==> config.mk <==
export PLATFORM = sky130hd
export DESIGN_NAME = adcsc_core
export DESIGN_NICKNAME = d
export VERILOG_FILES = /design/src/adcsc_pkg.sv /design/src/adcsc_core.sv /design/src/adcsc_fifo.sv
export VERILOG_INCLUDE_DIRS = /design/src /design/src/src
export SDC_FILE = /design/constraint.sdc
export NUM_CORES = 1
export LEC_CHECK = 0
export ABC_AREA = 1
export BUFFER_PORTS_ARGS = -buffer_cell sky130_fd_sc_hd__buf_2
export CAP_MARGIN = 20
export CORE_ASPECT_RATIO = 1.1
export CORE_MARGIN = 2
export CORE_UTILIZATION = 49
export CTS_CLUSTER_DIAMETER = 60
export DETAILED_ROUTE_END_ITERATION = 8
export PLACE_DENSITY = 0.77
export SETUP_SLACK_MARGIN = 0.5
export SLEW_MARGIN = 20
export SYNTH_ARGS = -nofsm -noshare
export SYNTH_HDL_FRONTEND = slang
export SYNTH_HIERARCHICAL = 1
export SYNTH_SLANG_ARGS = --single-unit
==> constraint.sdc <==
create_clock -name clk -period 14.1 [get_ports clk]
set_clock_uncertainty 0.05 [all_clocks]
set_input_delay 0.705 -clock clk [delete_from_list [all_inputs] [get_ports clk]]
set_output_delay 0.705 -clock clk [all_outputs]
set_load 0.01 [all_outputs]
==> src/adcsc_regs.svh <==
`ifndef ADCSC_REGS_SVH
`define ADCSC_REGS_SVH
// register byte offsets
`define ADCSC_CTRL_OFS 8'h00
`define ADCSC_CMD_OFS 8'h04
`define ADCSC_DIV_OFS 8'h08
`define ADCSC_FRAME_OFS 8'h0C
`define ADCSC_BUFLEN_OFS 8'h10
`define ADCSC_STAT_OFS 8'h14
`define ADCSC_EVT_OFS 8'h18
`define ADCSC_CHLIST_OFS 8'h1C
`define ADCSC_CHCNT_OFS 8'h20
`define ADCSC_DATA_OFS 8'h24
// control bits
`define ADCSC_CTRL_CONVEN 0
`define ADCSC_CTRL_FASTTB 1
`define ADCSC_CTRL_SCANSRC0 2
`define ADCSC_CTRL_SCANSRC1 3
`define ADCSC_CTRL_HWTRIG 4
`define ADCSC_CTRL_BUSMASTER 5
// command bits
`define ADCSC_CMD_START 0
`define ADCSC_CMD_SWTRIG 1
`define ADCSC_CMD_SWCLK 2
`define ADCSC_CMD_FORCE 3
`define ADCSC_CMD_CLEAR 4
`define ADCSC_CMD_STOP 5
// event bits
`define ADCSC_EVT_FRAME 0
`define ADCSC_EVT_BUFFULL 1
`define ADCSC_EVT_HALT 2
`define ADCSC_EVT_OVF 3
// reset values
`define ADCSC_CTRL_RST 32'h0000_0000
`define ADCSC_DIV_RST 32'h0000_0064
// timing: conversion times in ns; fast and slow timebase ratio is 3
`define ADCSC_CONV_NS 1000
`define ADCSC_SETTLE_NS 2000
`define ADCSC_CLK_NS 50
`define ADCSC_CONV_CYC ((`ADCSC_CONV_NS + `ADCSC_CLK_NS - 1) / `ADCSC_CLK_NS)
`define ADCSC_SETTLE_CYC ((`ADCSC_SETTLE_NS + `ADCSC_CLK_NS - 1) / `ADCSC_CLK_NS)
`define ADCSC_TB_SLOW_STEP 16'h0001
`define ADCSC_TB_FAST_STEP 16'h0003
`endif

==> src/adcsc_pkg.sv <==
package adcsc_pkg;
   typedef enum logic [3:0] {
      ACQ_IDLE = 4'b0001,
      ACQ_ARMED = 4'b0010,
      ACQ_RUN = 4'b0100,
      ACQ_DONE = 4'b1000
   } adcsc_acq_t;
   typedef enum logic [2:0] {
      CNV_IDLE = 3'b001,
      CNV_SETTLE = 3'b010,
      CNV_CONV = 3'b100
   } adcsc_cnv_t;
   // one channel list entry
   typedef struct packed {
      logic slow;
      logic [7:0] chan;
   } adcsc_entry_t;
   // one sample toward the host
   typedef struct packed {
      logic [15:0] value;
      logic [7:0] chan;
   } adcsc_sample_t;
endpackage : adcsc_pkg

==> src/adcsc_core.sv <==
// Decided for this implementation: the register offsets and the AXI4-Lite slave port.
`timescale 1ns/100ps
`include "adcsc_regs.svh"
// Notes on behaviour
// samples go to the host only once the FIFO is half full.
// forced update drains every held sample, even below half full.
// forced update is ignored in bus-mastering mode.
// each software scan clock acquires exactly one scan of the channel list.
// conversions can be enabled or disabled at any time.
// a clear command empties the sample FIFO.
// timebase defaults to slow; a control bit selects the fast one.
// scan rate is the timebase divided by the host divider.
// host keeps scan rate times list length within board maximum.
// FIFO overflow raises the overflow error event.
// frame event fires for each complete frame in the host buffer.
// single run stops when host buffer fills, flagging full and halted.
// after start, converting begins only on the configured start trigger.
// every restart writes from the beginning of the host buffer.
// host reads polled FIFO before it fills under external clock.
// a slow flag on an entry adds settling time before conversion.
// half full means occupancy at least half the depth, checked per sample.
module adcsc_core import adcsc_pkg::*; #(
   parameter int DEPTH = 8,
   parameter int LIST_LEN = 16
) (
   input wire logic clk,
   input wire logic srst,
   input wire logic ce,
   input wire logic [7:0] s_axi_awaddr,
   input wire logic s_axi_awvalid,
   output logic s_axi_awready,
   input wire logic [31:0] s_axi_wdata,
   input wire logic [3:0] s_axi_wstrb,
   input wire logic s_axi_wvalid,
   output logic s_axi_wready,
   output logic [1:0] s_axi_bresp,
   output logic s_axi_bvalid,
   input wire logic s_axi_bready,
   input wire logic [7:0] s_axi_araddr,
   input wire logic s_axi_arvalid,
   output logic s_axi_arready,
   output logic [31:0] s_axi_rdata,
   output logic [1:0] s_axi_rresp,
   output logic s_axi_rvalid,
   input wire logic s_axi_rready,
   input wire logic extScanClk,
   input wire logic hwStartTrig,
   output logic [7:0] adcChan,
   output logic adcStart,
   input wire logic [15:0] adcData,
   input wire logic adcDone,
   output adcsc_sample_t hostData,
   output logic hostValid,
   input wire logic hostReady,
   output logic [15:0] hostWrIndex
);
   localparam int LW = $clog2(DEPTH);
   localparam int IW = $clog2(LIST_LEN);

   ////////////////////////////////////////////////////////////////////////
   // register bus
   logic [31:0] ctrl_q, ctrl_d, div_q, div_d, frame_q, frame_d, bufLen_q, bufLen_d;
   logic [3:0] evt_q, evt_d;
   logic [IW:0] chCnt_q, chCnt_d;
   adcsc_entry_t chList [LIST_LEN];
   logic awHeld_q, awHeld_d, wHeld_q, wHeld_d, bv_q, bv_d, rv_q, rv_d;
   logic [7:0] awAddr_q, awAddr_d;
   logic [31:0] wData_q, wData_d, rData_q, rData_d;
   logic [1:0] bResp_q, bResp_d, rResp_q, rResp_d;
   logic wrFire;
   logic [5:0] cmd;
   logic [3:0] evtSet;
   logic [3:0] evtClr;
   logic [LW:0] level;
   adcsc_acq_t acq_q, acq_d;

   assign s_axi_awready = !awHeld_q;
   assign s_axi_wready = !wHeld_q;
   assign s_axi_bvalid = bv_q;
   assign s_axi_bresp = bResp_q;
   assign s_axi_arready = !rv_q;
   assign s_axi_rvalid = rv_q;
   assign s_axi_rdata = rData_q;
   assign s_axi_rresp = rResp_q;
   assign wrFire = awHeld_q && wHeld_q && !bv_q;
   assign cmd = (wrFire && awAddr_q == `ADCSC_CMD_OFS) ? wData_q[5:0] : 6'h00;
   assign evtClr = (wrFire && awAddr_q == `ADCSC_EVT_OFS) ? wData_q[3:0] : 4'h0;

   // address and data latch in either order; write lands when both are held
   always_comb begin
      awHeld_d = awHeld_q;
      wHeld_d = wHeld_q;
      awAddr_d = awAddr_q;
      wData_d = wData_q;
      bv_d = bv_q;
      bResp_d = bResp_q;
      ctrl_d = ctrl_q;
      div_d = div_q;
      frame_d = frame_q;
      bufLen_d = bufLen_q;
      chCnt_d = chCnt_q;
      if (s_axi_awvalid && !awHeld_q) begin
         awHeld_d = 1'b1;
         awAddr_d = s_axi_awaddr;
      end
      if (s_axi_wvalid && !wHeld_q) begin
         wHeld_d = 1'b1;
         wData_d = s_axi_wdata;
      end
      if (wrFire) begin
         awHeld_d = 1'b0;
         wHeld_d = 1'b0;
         bv_d = 1'b1;
         bResp_d = 2'b00;
         unique case (awAddr_q)
            `ADCSC_CTRL_OFS: ctrl_d = wData_q;
            `ADCSC_DIV_OFS: div_d = wData_q;
            `ADCSC_FRAME_OFS: frame_d = wData_q;
            `ADCSC_BUFLEN_OFS: bufLen_d = wData_q;
            `ADCSC_CHCNT_OFS: chCnt_d = wData_q[IW:0];
            `ADCSC_CMD_OFS, `ADCSC_EVT_OFS, `ADCSC_CHLIST_OFS: ;
            default: bResp_d = 2'b10;
         endcase
      end
      if (bv_q && s_axi_bready) bv_d = 1'b0;
   end

   // read answer one cycle after the address is taken
   always_comb begin
      rv_d = rv_q;
      rData_d = rData_q;
      rResp_d = rResp_q;
      if (s_axi_arvalid && !rv_q) begin
         rv_d = 1'b1;
         rResp_d = 2'b00;
         unique case (s_axi_araddr)
            `ADCSC_CTRL_OFS: rData_d = ctrl_q;
            `ADCSC_DIV_OFS: rData_d = div_q;
            `ADCSC_FRAME_OFS: rData_d = frame_q;
            `ADCSC_BUFLEN_OFS: rData_d = bufLen_q;
            `ADCSC_STAT_OFS: rData_d = {8'h00, hostWrIndex[7:0], 4'h0, 4'(level), 4'h0, acq_q};
            `ADCSC_EVT_OFS: rData_d = {28'h0000000, evt_q};
            `ADCSC_CHCNT_OFS: rData_d = 32'(chCnt_q);
            `ADCSC_CMD_OFS, `ADCSC_CHLIST_OFS, `ADCSC_DATA_OFS: rData_d = 32'h0000_0000;
            default: begin
               rData_d = 32'h0000_0000;
               rResp_d = 2'b10;
            end
         endcase
      end else if (rv_q && s_axi_rready) begin
         rv_d = 1'b0;
      end
   end

   always_ff @(posedge clk) begin
      if (srst) begin
         awHeld_q <= 1'b0;
         wHeld_q <= 1'b0;
         awAddr_q <= 8'h00;
         wData_q <= 32'h0000_0000;
         bv_q <= 1'b0;
         bResp_q <= 2'b00;
         rv_q <= 1'b0;
         rData_q <= 32'h0000_0000;
         rResp_q <= 2'b00;
         ctrl_q <= `ADCSC_CTRL_RST;
         div_q <= `ADCSC_DIV_RST;
         frame_q <= 32'h0000_0010;
         bufLen_q <= 32'h0000_0040;
         chCnt_q <= (IW+1)'(1);
      end else if (ce) begin
         awHeld_q <= awHeld_d;
         wHeld_q <= wHeld_d;
         awAddr_q <= awAddr_d;
         wData_q <= wData_d;
         bv_q <= bv_d;
         bResp_q <= bResp_d;
         rv_q <= rv_d;
         rData_q <= rData_d;
         rResp_q <= rResp_d;
         ctrl_q <= ctrl_d;
         div_q <= div_d;
         frame_q <= frame_d;
         bufLen_q <= bufLen_d;
         chCnt_q <= chCnt_d;
      end
   end

   // channel list write: entry index in bits 19:16, slow flag bit 8
   always_ff @(posedge clk) begin
      if (ce && wrFire && awAddr_q == `ADCSC_CHLIST_OFS) begin
         chList[wData_q[16+IW-1:16]] <= adcsc_entry_t'(wData_q[8:0]);
      end
   end

   ////////////////////////////////////////////////////////////////////////
   // scan clock and acquisition state
   logic [31:0] tbAcc_q, tbAcc_d;
   logic [15:0] tbStep;
   logic extClk_q, extClk_d, scanTick, running;
   logic scanPend_q, scanPend_d;

   assign tbStep = ctrl_q[`ADCSC_CTRL_FASTTB] ? `ADCSC_TB_FAST_STEP : `ADCSC_TB_SLOW_STEP;
   assign running = (acq_q == ACQ_RUN);

   // scan tick from software, external edge or internal divider
   always_comb begin
      tbAcc_d = tbAcc_q;
      extClk_d = extScanClk;
      scanTick = 1'b0;
      unique case ({ctrl_q[`ADCSC_CTRL_SCANSRC1], ctrl_q[`ADCSC_CTRL_SCANSRC0]})
         2'b00: scanTick = cmd[`ADCSC_CMD_SWCLK];
         2'b01: begin
            tbAcc_d = running ? tbAcc_q + 32'(tbStep) : 32'h0000_0000;
            if (running && tbAcc_d >= div_q && div_q != 32'h0000_0000) begin
               tbAcc_d = 32'h0000_0000;
               scanTick = 1'b1;
            end
         end
         default: scanTick = extScanClk && !extClk_q;
      endcase
   end

   always_comb begin
      acq_d = acq_q;
      unique case (acq_q)
         ACQ_IDLE, ACQ_DONE: if (cmd[`ADCSC_CMD_START]) acq_d = ACQ_ARMED;
         ACQ_ARMED: begin
            if (ctrl_q[`ADCSC_CTRL_HWTRIG] ? hwStartTrig : cmd[`ADCSC_CMD_SWTRIG]) acq_d = ACQ_RUN;
         end
         ACQ_RUN: if (evtSet[`ADCSC_EVT_BUFFULL] || cmd[`ADCSC_CMD_STOP]) acq_d = ACQ_DONE;
         default: acq_d = ACQ_IDLE;
      endcase
      if (cmd[`ADCSC_CMD_STOP] && acq_q == ACQ_ARMED) acq_d = ACQ_IDLE;
   end

   ////////////////////////////////////////////////////////////////////////
   // conversion sequencer over the channel list
   adcsc_cnv_t cnv_q, cnv_d;
   logic [IW:0] idx_q, idx_d;
   logic [7:0] wait_q, wait_d;
   adcsc_sample_t smp;
   logic smpValid, fifoInReady;

   assign adcChan = chList[idx_q[IW-1:0]].chan;
   assign smp = '{value: adcData, chan: adcChan};

   always_comb begin
      cnv_d = cnv_q;
      idx_d = idx_q;
      wait_d = wait_q;
      scanPend_d = scanPend_q;
      adcStart = 1'b0;
      smpValid = 1'b0;
      if (scanTick && running && ctrl_q[`ADCSC_CTRL_CONVEN]) scanPend_d = 1'b1;
      unique case (cnv_q)
         CNV_IDLE: begin
            if (scanPend_q) begin
               scanPend_d = 1'b0;
               idx_d = '0;
               cnv_d = CNV_SETTLE;
               wait_d = chList[0].slow ? 8'(`ADCSC_SETTLE_CYC) : 8'h00;
            end
         end
         CNV_SETTLE: begin
            if (wait_q != 8'h00) wait_d = wait_q - 8'h01;
            else begin
               adcStart = 1'b1;
               cnv_d = CNV_CONV;
               wait_d = 8'(`ADCSC_CONV_CYC);
            end
         end
         CNV_CONV: begin
            if (adcDone) begin
               smpValid = 1'b1;
               if (idx_q + 1'b1 >= chCnt_q) cnv_d = CNV_IDLE;
               else begin
                  idx_d = idx_q + 1'b1;
                  wait_d = chList[idx_d[IW-1:0]].slow ? 8'(`ADCSC_SETTLE_CYC) : 8'h00;
                  cnv_d = CNV_SETTLE;
               end
            end
         end
      endcase
      if (!running) begin
         cnv_d = CNV_IDLE;
         scanPend_d = 1'b0;
      end
   end

   ////////////////////////////////////////////////////////////////////////
   // sample FIFO and host transfer
   logic drain_q, drain_d, fifoOutValid, flush;
   logic [15:0] wrIdx_q, wrIdx_d;
   logic [31:0] frameCnt_q, frameCnt_d;
   logic xfer;

   assign flush = cmd[`ADCSC_CMD_CLEAR];
   assign hostValid = fifoOutValid && drain_q;
   assign xfer = hostValid && hostReady;
   assign hostWrIndex = wrIdx_q;

   adcsc_fifo #(.WIDTH($bits(adcsc_sample_t)), .DEPTH(DEPTH)) u_fifo (
      .clk(clk),
      .srst(srst),
      .ce(ce),
      .flush(flush),
      .inData(smp),
      .inValid(smpValid),
      .inReady(fifoInReady),
      .outData(hostData),
      .outValid(fifoOutValid),
      .outReady(hostReady && drain_q),
      .level(level)
   );

   // drain starts at half full or on a forced update outside bus mastering, ends when empty
   always_comb begin
      drain_d = drain_q;
      if (level >= (LW+1)'(DEPTH / 2)) drain_d = 1'b1;
      if (cmd[`ADCSC_CMD_FORCE] && !ctrl_q[`ADCSC_CTRL_BUSMASTER]) drain_d = 1'b1;
      if (!fifoOutValid || flush) drain_d = 1'b0;
   end

   // host buffer position, frames and events; set wins over clear
   always_comb begin
      wrIdx_d = wrIdx_q;
      frameCnt_d = frameCnt_q;
      evtSet = 4'h0;
      if (cmd[`ADCSC_CMD_START]) begin
         wrIdx_d = 16'h0000;
         frameCnt_d = 32'h0000_0000;
      end else if (xfer) begin
         wrIdx_d = wrIdx_q + 16'h0001;
         frameCnt_d = frameCnt_q + 32'h0000_0001;
         if (frameCnt_d >= frame_q * 32'(chCnt_q)) begin
            frameCnt_d = 32'h0000_0000;
            evtSet[`ADCSC_EVT_FRAME] = 1'b1;
         end
         if (32'(wrIdx_d) >= bufLen_q) begin
            evtSet[`ADCSC_EVT_BUFFULL] = 1'b1;
            evtSet[`ADCSC_EVT_HALT] = 1'b1;
         end
      end
      if (smpValid && !fifoInReady) evtSet[`ADCSC_EVT_OVF] = 1'b1;
      evt_d = (evt_q & ~evtClr) | evtSet;
   end

   always_ff @(posedge clk) begin
      if (srst) begin
         acq_q <= ACQ_IDLE;
         cnv_q <= CNV_IDLE;
         idx_q <= '0;
         wait_q <= 8'h00;
         scanPend_q <= 1'b0;
         tbAcc_q <= 32'h0000_0000;
         extClk_q <= 1'b0;
         drain_q <= 1'b0;
         wrIdx_q <= 16'h0000;
         frameCnt_q <= 32'h0000_0000;
         evt_q <= 4'h0;
      end else if (ce) begin
         acq_q <= acq_d;
         cnv_q <= cnv_d;
         idx_q <= idx_d;
         wait_q <= wait_d;
         scanPend_q <= scanPend_d;
         tbAcc_q <= tbAcc_d;
         extClk_q <= extClk_d;
         drain_q <= drain_d;
         wrIdx_q <= wrIdx_d;
         frameCnt_q <= frameCnt_d;
         evt_q <= evt_d;
      end
   end
endmodule : adcsc_core

==> src/adcsc_fifo.sv <==
`timescale 1ns/100ps
module adcsc_fifo #(
   parameter int WIDTH = 24,
   parameter int DEPTH = 8
) (
   input wire logic clk,
   input wire logic srst,
   input wire logic ce,
   input wire logic flush,
   input wire logic [WIDTH-1:0] inData,
   input wire logic inValid,
   output logic inReady,
   output logic [WIDTH-1:0] outData,
   output logic outValid,
   input wire logic outReady,
   output logic [$clog2(DEPTH):0] level
);
   localparam int AW = $clog2(DEPTH);
   logic [WIDTH-1:0] mem [DEPTH];
   logic [AW-1:0] wrPtr_q, wrPtr_d, rdPtr_q, rdPtr_d;
   logic [AW:0] cnt_q, cnt_d;
   logic push, pop;

   // honest full and empty from the occupancy count
   assign inReady = (cnt_q != DEPTH[AW:0]);
   assign outValid = (cnt_q != '0);
   assign outData = mem[rdPtr_q];
   assign level = cnt_q;
   assign push = inValid && inReady;
   assign pop = outValid && outReady;

   // pointer and count update
   always_comb begin
      wrPtr_d = wrPtr_q;
      rdPtr_d = rdPtr_q;
      cnt_d = cnt_q;
      if (flush) begin
         wrPtr_d = '0;
         rdPtr_d = '0;
         cnt_d = '0;
      end else begin
         if (push) wrPtr_d = (wrPtr_q == AW'(DEPTH - 1)) ? '0 : wrPtr_q + 1'b1;
         if (pop) rdPtr_d = (rdPtr_q == AW'(DEPTH - 1)) ? '0 : rdPtr_q + 1'b1;
         if (push && !pop) cnt_d = cnt_q + 1'b1;
         else if (pop && !push) cnt_d = cnt_q - 1'b1;
      end
   end

   always_ff @(posedge clk) begin
      if (srst) begin
         wrPtr_q <= '0;
         rdPtr_q <= '0;
         cnt_q <= '0;
      end else if (ce) begin
         wrPtr_q <= wrPtr_d;
         rdPtr_q <= rdPtr_d;
         cnt_q <= cnt_d;
      end
   end

   // storage has no reset
   always_ff @(posedge clk) begin
      if (ce && push && !flush) mem[wrPtr_q] <= inData;
   end
endmodule : adcsc_fifo

Yosys cells after proc, flatten, opt, wreduce, memory -nomap -nowiden
Memories as Yosys holds them, arrays and structs flattened. A register that Yosys moved wholly into a read port is not among the register bits.
Index checks and enable logic that the tools add are counted.
{"block": "totals", "register_bits": 330, "ram_bits": 336, "in_bits": 80, "output_inout_bits": 91, "elab_cells": 246, "n_memories": 2}
{"block": "classes", "addsub": 9, "mul": 1, "order_cmp": 5, "n_eq_ne": 36, "n_mux": 79, "n_bitwise": 3, "reduce_logical": 83}
{"memory": "u_fifo.mem", "depth": 8, "width": 24, "rd": 1, "rd_clocked_by_memory_dff": 1, "wr": 1, "line": "adcsc_fifo.sv:19", "rtl": "logic [WIDTH-1:0] mem [DEPTH];"}
{"memory": "chList", "depth": 16, "width": 9, "rd": 3, "rd_clocked_by_memory_dff": 1, "wr": 1, "line": "adcsc_core.sv:65", "rtl": "adcsc_entry_t chList [LIST_LEN];"}
{"cell": "32-bit case mux with 7 select lines", "count": 1}
{"cell": "32-bit two-way mux", "count": 5}
{"cell": "32-bit >= comparator", "count": 2}
{"cell": "8-bit by 5-bit == test with 1-bit output, second input constant", "count": 7}
{"cell": "3-bit two-way mux", "count": 14}
{"cell": "4-bit two-way mux", "count": 10}
{"cell": "32-bit by 1-bit adder with 32-bit output, second input constant", "count": 1}
{"cell": "32-bit by 2-bit adder with 32-bit output", "count": 1}
{"cell": "8-bit by 4-bit == test with 1-bit output, second input constant", "count": 4}
{"cell": "16-bit by 32-bit >= comparator with 1-bit output", "count": 1}
{"cell": "32-bit by 5-bit multiplier with 32-bit output", "count": 1}
{"cell": "16-bit two-way mux", "count": 2}
{"cell": "8-bit two-way mux", "count": 4}
{"cell": "32-bit nonzero test", "count": 1}
{"cell": "1-bit logical AND", "count": 28}
{"cell": "2-bit AND reduction", "count": 14}
{"cell": "1-bit two-way mux", "count": 27}
{"cell": "8-bit by 6-bit == test with 1-bit output, second input constant", "count": 3}
{"cell": "8-bit case mux with 3 select lines", "count": 1}
{"cell": "6-bit two-way mux", "count": 3}
{"cell": "16-bit by 1-bit adder with 16-bit output, second input constant", "count": 1}
{"cell": "8-bit by 3-bit == test with 1-bit output, second input constant", "count": 2}
{"cell": "8-bit logical NOT", "count": 2}
{"cell": "2-bit nonzero test", "count": 8}
{"cell": "41 further kinds", "count": 73}

Longest topological paths before layout
{"block": "logic_depth", "word_depth": 14, "mapped_depth": 32, "ltp_nobuf": 29}

By module
The synthesis kept the hierarchy.
{"module": "adcsc_core", "n_inst": 1, "cells_each": 3531, "area_per_inst_um2": 27694.1}
{"module": "adcsc_fifo", "n_inst": 1, "cells_each": 653, "area_per_inst_um2": 8254.2}

Worst setup path before layout
OpenSTA, ideal clock, no wires.
{"block": "synth_timing", "kind": "flip-flop to flip-flop", "startpoint": "reg chCnt_q[4]", "endpoint": "reg frameCnt_q[0]", "arrival_time_ps": 5258, "required_time_ps": 13935, "setup_slack_ps": 8677, "path_stages_with_launch": 31, "path_buffers": 3, "period_less_slack_ps": 5423, "path_cell_list": "dfxtp_1 clkbuf_1 clkbuf_1 nand2_1 inv_1 fa_1 fa_1 inv_1 fa_1 inv_1 ha_1 a21oi_1 o21ai_0 a21oi_1 o21bai_1 a21oi_1 nand2b_1 nand2_1 nand2_1 nand2_1 ha_1 nand2_1 nor2_1 inv_1 nor2_1 and3_1 nand4_1 nand3_1 nor2_1 buf_2 o21a_1"}
{"block": "synth_between", "elab_chain_len": 5}
{"element": "start: declaration", "line": "adcsc_core.sv:64", "rtl": "logic [IW:0] chCnt_q, chCnt_d;"}
{"element": "start signal: assignment", "line": "adcsc_core.sv:170", "rtl": "chCnt_q <= (IW+1)'(1);"}
{"element": "start signal: assignment", "line": "adcsc_core.sv:185", "rtl": "chCnt_q <= chCnt_d;"}
{"element": "32-bit by 5-bit multiplier with 32-bit output", "line": "adcsc_core.sv:336", "rtl": "if (frameCnt_d >= frame_q * 32'(chCnt_q)) begin"}
{"element": "32-bit >= comparator", "line": "adcsc_core.sv:336"}
{"element": "32-bit two-way mux", "line": "adcsc_core.sv:336"}
{"element": "32-bit two-way mux", "line": "adcsc_core.sv:333", "rtl": "end else if (xfer) begin"}
{"element": "32-bit two-way mux", "line": "adcsc_core.sv:330", "rtl": "if (cmd[`ADCSC_CMD_START]) begin"}
{"element": "end signal: assignment", "line": "adcsc_core.sv:372", "rtl": "frameCnt_q <= frameCnt_d;"}
{"element": "end: declaration", "line": "adcsc_core.sv:295", "rtl": "logic [31:0] frameCnt_q, frameCnt_d;"}
No other way between the ends. The select of a mux whose other input is x is not followed.
A chain may end at the register's enable or synchronous reset.

Final worst setup path
{"block": "layout_timing", "startpoint": "reg chCnt_q[3]", "endpoint": "reg frameCnt_q[7]"}
Same word-level chain as after synthesis.

==> metrics.txt <==
vias in the first global route 27700; Critical Path Sink Type register; XOR/XNOR Fraction of Synth Area 2.07%; Tot GR Track Use 25.3%; maximum clock rate 0.162 GHz; GR Overflow Total 0; critical path type register to register; Worst EP required 14.57 ns; CTS resizes 0; period utilisation layout 43.7%; critical path's slowest cell dfxtp_2; Hold Path End awAddr_q[7]$_SDFFE_PP0P_; Final setup viols 0; vias per inst 5.59; Setup Slack @ Placement 7.56 ns; Bufs on Longest Clock Path 3; share of the synthesized area in the top cell type 28.1%; Worst Setup Slack, final 7.94 ns; sequential area share after synthesis 46.7%; GPL Wtd Cong 0.932; Async SR Flop Fraction 0%; Crit path max-delay family adder cells; multiplexer share of the synthesized area 0.891%; commonest cells after routing, fill and taps aside 803 x nand2_1, 564 x inv_1, 391 x nor2_1; max-slew violation count 0; largest net degree at the start of global routing 116; CTS Hold Bufs 0; logic gate share of total power 3.8%; Avg Cell Area, Syn 8.59 um2; IO Pins 171; dominant synthesized flop cell edfxtp_1; die area 0.0755 mm2; CTS root buf clkbuf_16; HPWL Detailed 67.0 mm; drt total wl 97.6 mm; Tot Pwr 4.27 mW; Setup Fix Bufs, Post-CTS 0; Starting Density 49.3%; H-Tree Depth 3; largest family of logic cells by synthesized area simple AND/OR/NAND/NOR gates; Seq cells post-synth 671; antenna violations before repair 6; crit path time final 6.16 ns; most frequent CP cell nand2_1; Worst Tran Pin Value 1.10 ns; Synth warnings 6; CTS sink count 671; VDD IR-drop max 0.0766 mV; fin nets 4563; simple-gate share of the synthesized area 17.8%; leakage power 16.4 nW; Max Cap Violations 0; min-delay src s_axi_awaddr[7]; CP startpoint kind register; Post-Synth Adder-Cell Area 9.29%; first-pass GRT wire length 152 mm; Core Rows 104; Hold Path Class input port to register; post-synth top area cell edfxtp_1; Mapped Area 0.0359 mm2; synth unique cells 62; IO Port Bufs 164; clock power share 47.2%; CP Max Fanout 32; R2R cell count 26; routed len/inst 18.5 um; R2R Setup Slk 7.94 ns; Post-synth EDFFs 336; areal power density over the cells 107 mW/mm2; worst path buffer plus inverter count 2; share of layout cells above drive strength 1 9.92%; chip width 262 um; antenna-violating nets left 0; clk_lat worst skew 0.66 ns; Compound-Gate Fraction of Synth Area 14.7%; status finished clean; Slew HR 26.6%; RSZ-0062 raised after global routing false; die height 288 um; leading cell type in the layout, fill and taps excluded nand2_1; WP depth 26; Reg clk slew, reported paths 0.06 ns; CTS Buf Count 73; via count 29600; slowest cell delay on critical path 0.74 ns; net switching power 990 uW; hold depth 3; drt drc 0; CTS tree done; 1st-iter DRT viols 3151; RR Endpoint frameCnt_q[7]$_SDFFE_PP0P_; r2r startpoint chCnt_q[3]$_SDFFE_PP0P_; post-synthesis instance total 4184; area delta synth->final 11.4%; sw frac 23.2%; DRT Pass-1 Iters 6; sequential share of power 49.0%; top cells by area, synth edfxtp_1 28%, dfxtp_1 19%, nand2_1 8.4%, inv_1 5.9%, a21oi_1 5.0%; setup TNS 0 ns; Core Util, Final 55.0%; Critical Path AT 6.63 ns; final hold violation count 0; Pint 3.28 mW; core footprint 0.0729 mm2
-- cell families (layout without fill, tap and decap cells) --
| logic type | Yosys count | count (layout) |
|---|---|---|
| simple gates | 1510 | 1510 |
| compound gates | 901 | 901 |
| buf+inv | 769 | 910 |
| flops | 671 | 671 |
| fa+ha+maj | 216 | 216 |
| xor+xnor | 84 | 84 |
| mux | 32 | 32 |
| other cells | 1 | 4 |
-- cell type report --
| class | count | area [um2] |
|---|---|---|
| Antenna cell | 2 | 5.00 |
| Clock buffer | 98 | 2070 |
| Inverter | 582 | 2190 |
| Sequential cell | 671 | 16800 |
| Tap cell | 954 | 1190 |
| Timing Repair Buffer | 194 | 1070 |
| Multi-Input combinational cell | 2745 | 16200 |
| Clock inverter | 36 | 513 |
| Fill cell | 6424 | 32800 |
-- sequential cells by signal, summed over array words and instances, names as in the netlist, 3 cells and up, named ones only --
register / count
hostWrIndex: 16
chCnt_q: 5
awAddr_q: 8
u_fifo/rdPtr_q: 3
u_fifo/wrPtr_q: 3
bufLen_q: 32
cnv_q: 3
s_axi_rdata: 32
ctrl_q: 32
wait_q: 8
frameCnt_q: 32
evt_q: 4
wData_q: 32
idx_q: 5
div_q: 32
acq_q: 4
u_fifo/mem: 192
chList: 144
tbAcc_q: 32
u_fifo/level: 4
frame_q: 32
-- how the worst max path moves through the flow --
stage	startpoint	endpoint	slack [ns]
after floorplan	chCnt_q[4]$_SDFFE_PP0P_	frameCnt_q[0]$_SDFFE_PP0P_	8.68
after global placement	chCnt_q[3]$_SDFFE_PP0P_	frameCnt_q[25]$_SDFFE_PP0P_	7.71
after detailed placement	chCnt_q[3]$_SDFFE_PP0P_	frameCnt_q[28]$_SDFFE_PP0P_	7.56
after CTS	chCnt_q[3]$_SDFFE_PP0P_	frameCnt_q[7]$_SDFFE_PP0P_	7.52
after global routing	chCnt_q[3]$_SDFFE_PP0P_	frameCnt_q[5]$_SDFFE_PP0P_	7.42
final	chCnt_q[3]$_SDFFE_PP0P_	frameCnt_q[7]$_SDFFE_PP0P_	7.94
-- worst register-to-register path, delay by kind of cell, from the launching register on --
| family | cells | cell delay (ns) |
|---|---|---|
| AOI/OAI and AO/OA | 7 | 1.26 |
| xor gates and xnor gates | 1 | 0.16 |
| buffers and inverters | 2 | 0.40 |
| and+or+nand+nor | 11 | 1.18 |
| adders and majority gates | 5 | 2.22 |
| DFF | 1 | 0.74 |
-- power groups by stage --
stage	Combinational [mW]	Clock [mW]	Sequential, mW
finish	0.161	2.02	2.09
CTS	0.157	2.03	2.09
global route	0.179	2.12	2.09
detailed placement	0.157	0	2.13
floorplan	0.104	0	2.12
global placement	0.154	0	2.13
-- cells in the mapped netlist (9+ instances only) --
library cell and count:
nor4_1 12, nor2_1 401, edfxtp_1 336, o2111ai_1 11
o21ai_0 254, a211oi_1 72, nor3_1 50, dfxtp_1 335
nor2_2 12, fa_1 85, o22ai_1 16, buf_2 45
nand2_1 805, ha_1 131, o32ai_1 48, buf_1 9
o211ai_2 12, o21ai_1 33, xor2_1 54, clkbuf_1 111
mux2i_1 32, buf_4 14, nand2_2 11, a21oi_1 359
inv_1 565, nand3_1 127, inv_2 12, o211ai_1 49
nand4_1 46, a21o_1 11, xnor2_1 29, nor3_2 11
-- routing by layer --
metal | routed length [um] | track usage (%) | vias to the layer above
met5 | 25 | 0 | -
met4 | 3420 | 9.69 | 4
met3 | 8380 | 4.20 | 190
met2 | 44600 | 41.0 | 1222
met1 | 41100 | 34.0 | 14000
li1 | - | - | 14100
-- metrics by stage --
stage          hold WS [ns]  instances  instance area [um2]
2_1_floorplan         0.384       4185                36000
3_3_place_gp          0.393       5145                37400
3_5_place_dp          0.402       5145                37400
4_1_cts               0.225       5279                40000
5_1_grt               0.245       5281                40000
6_report              0.238       5282                40000
Note: power is estimated with default switching activity, not from simulation.
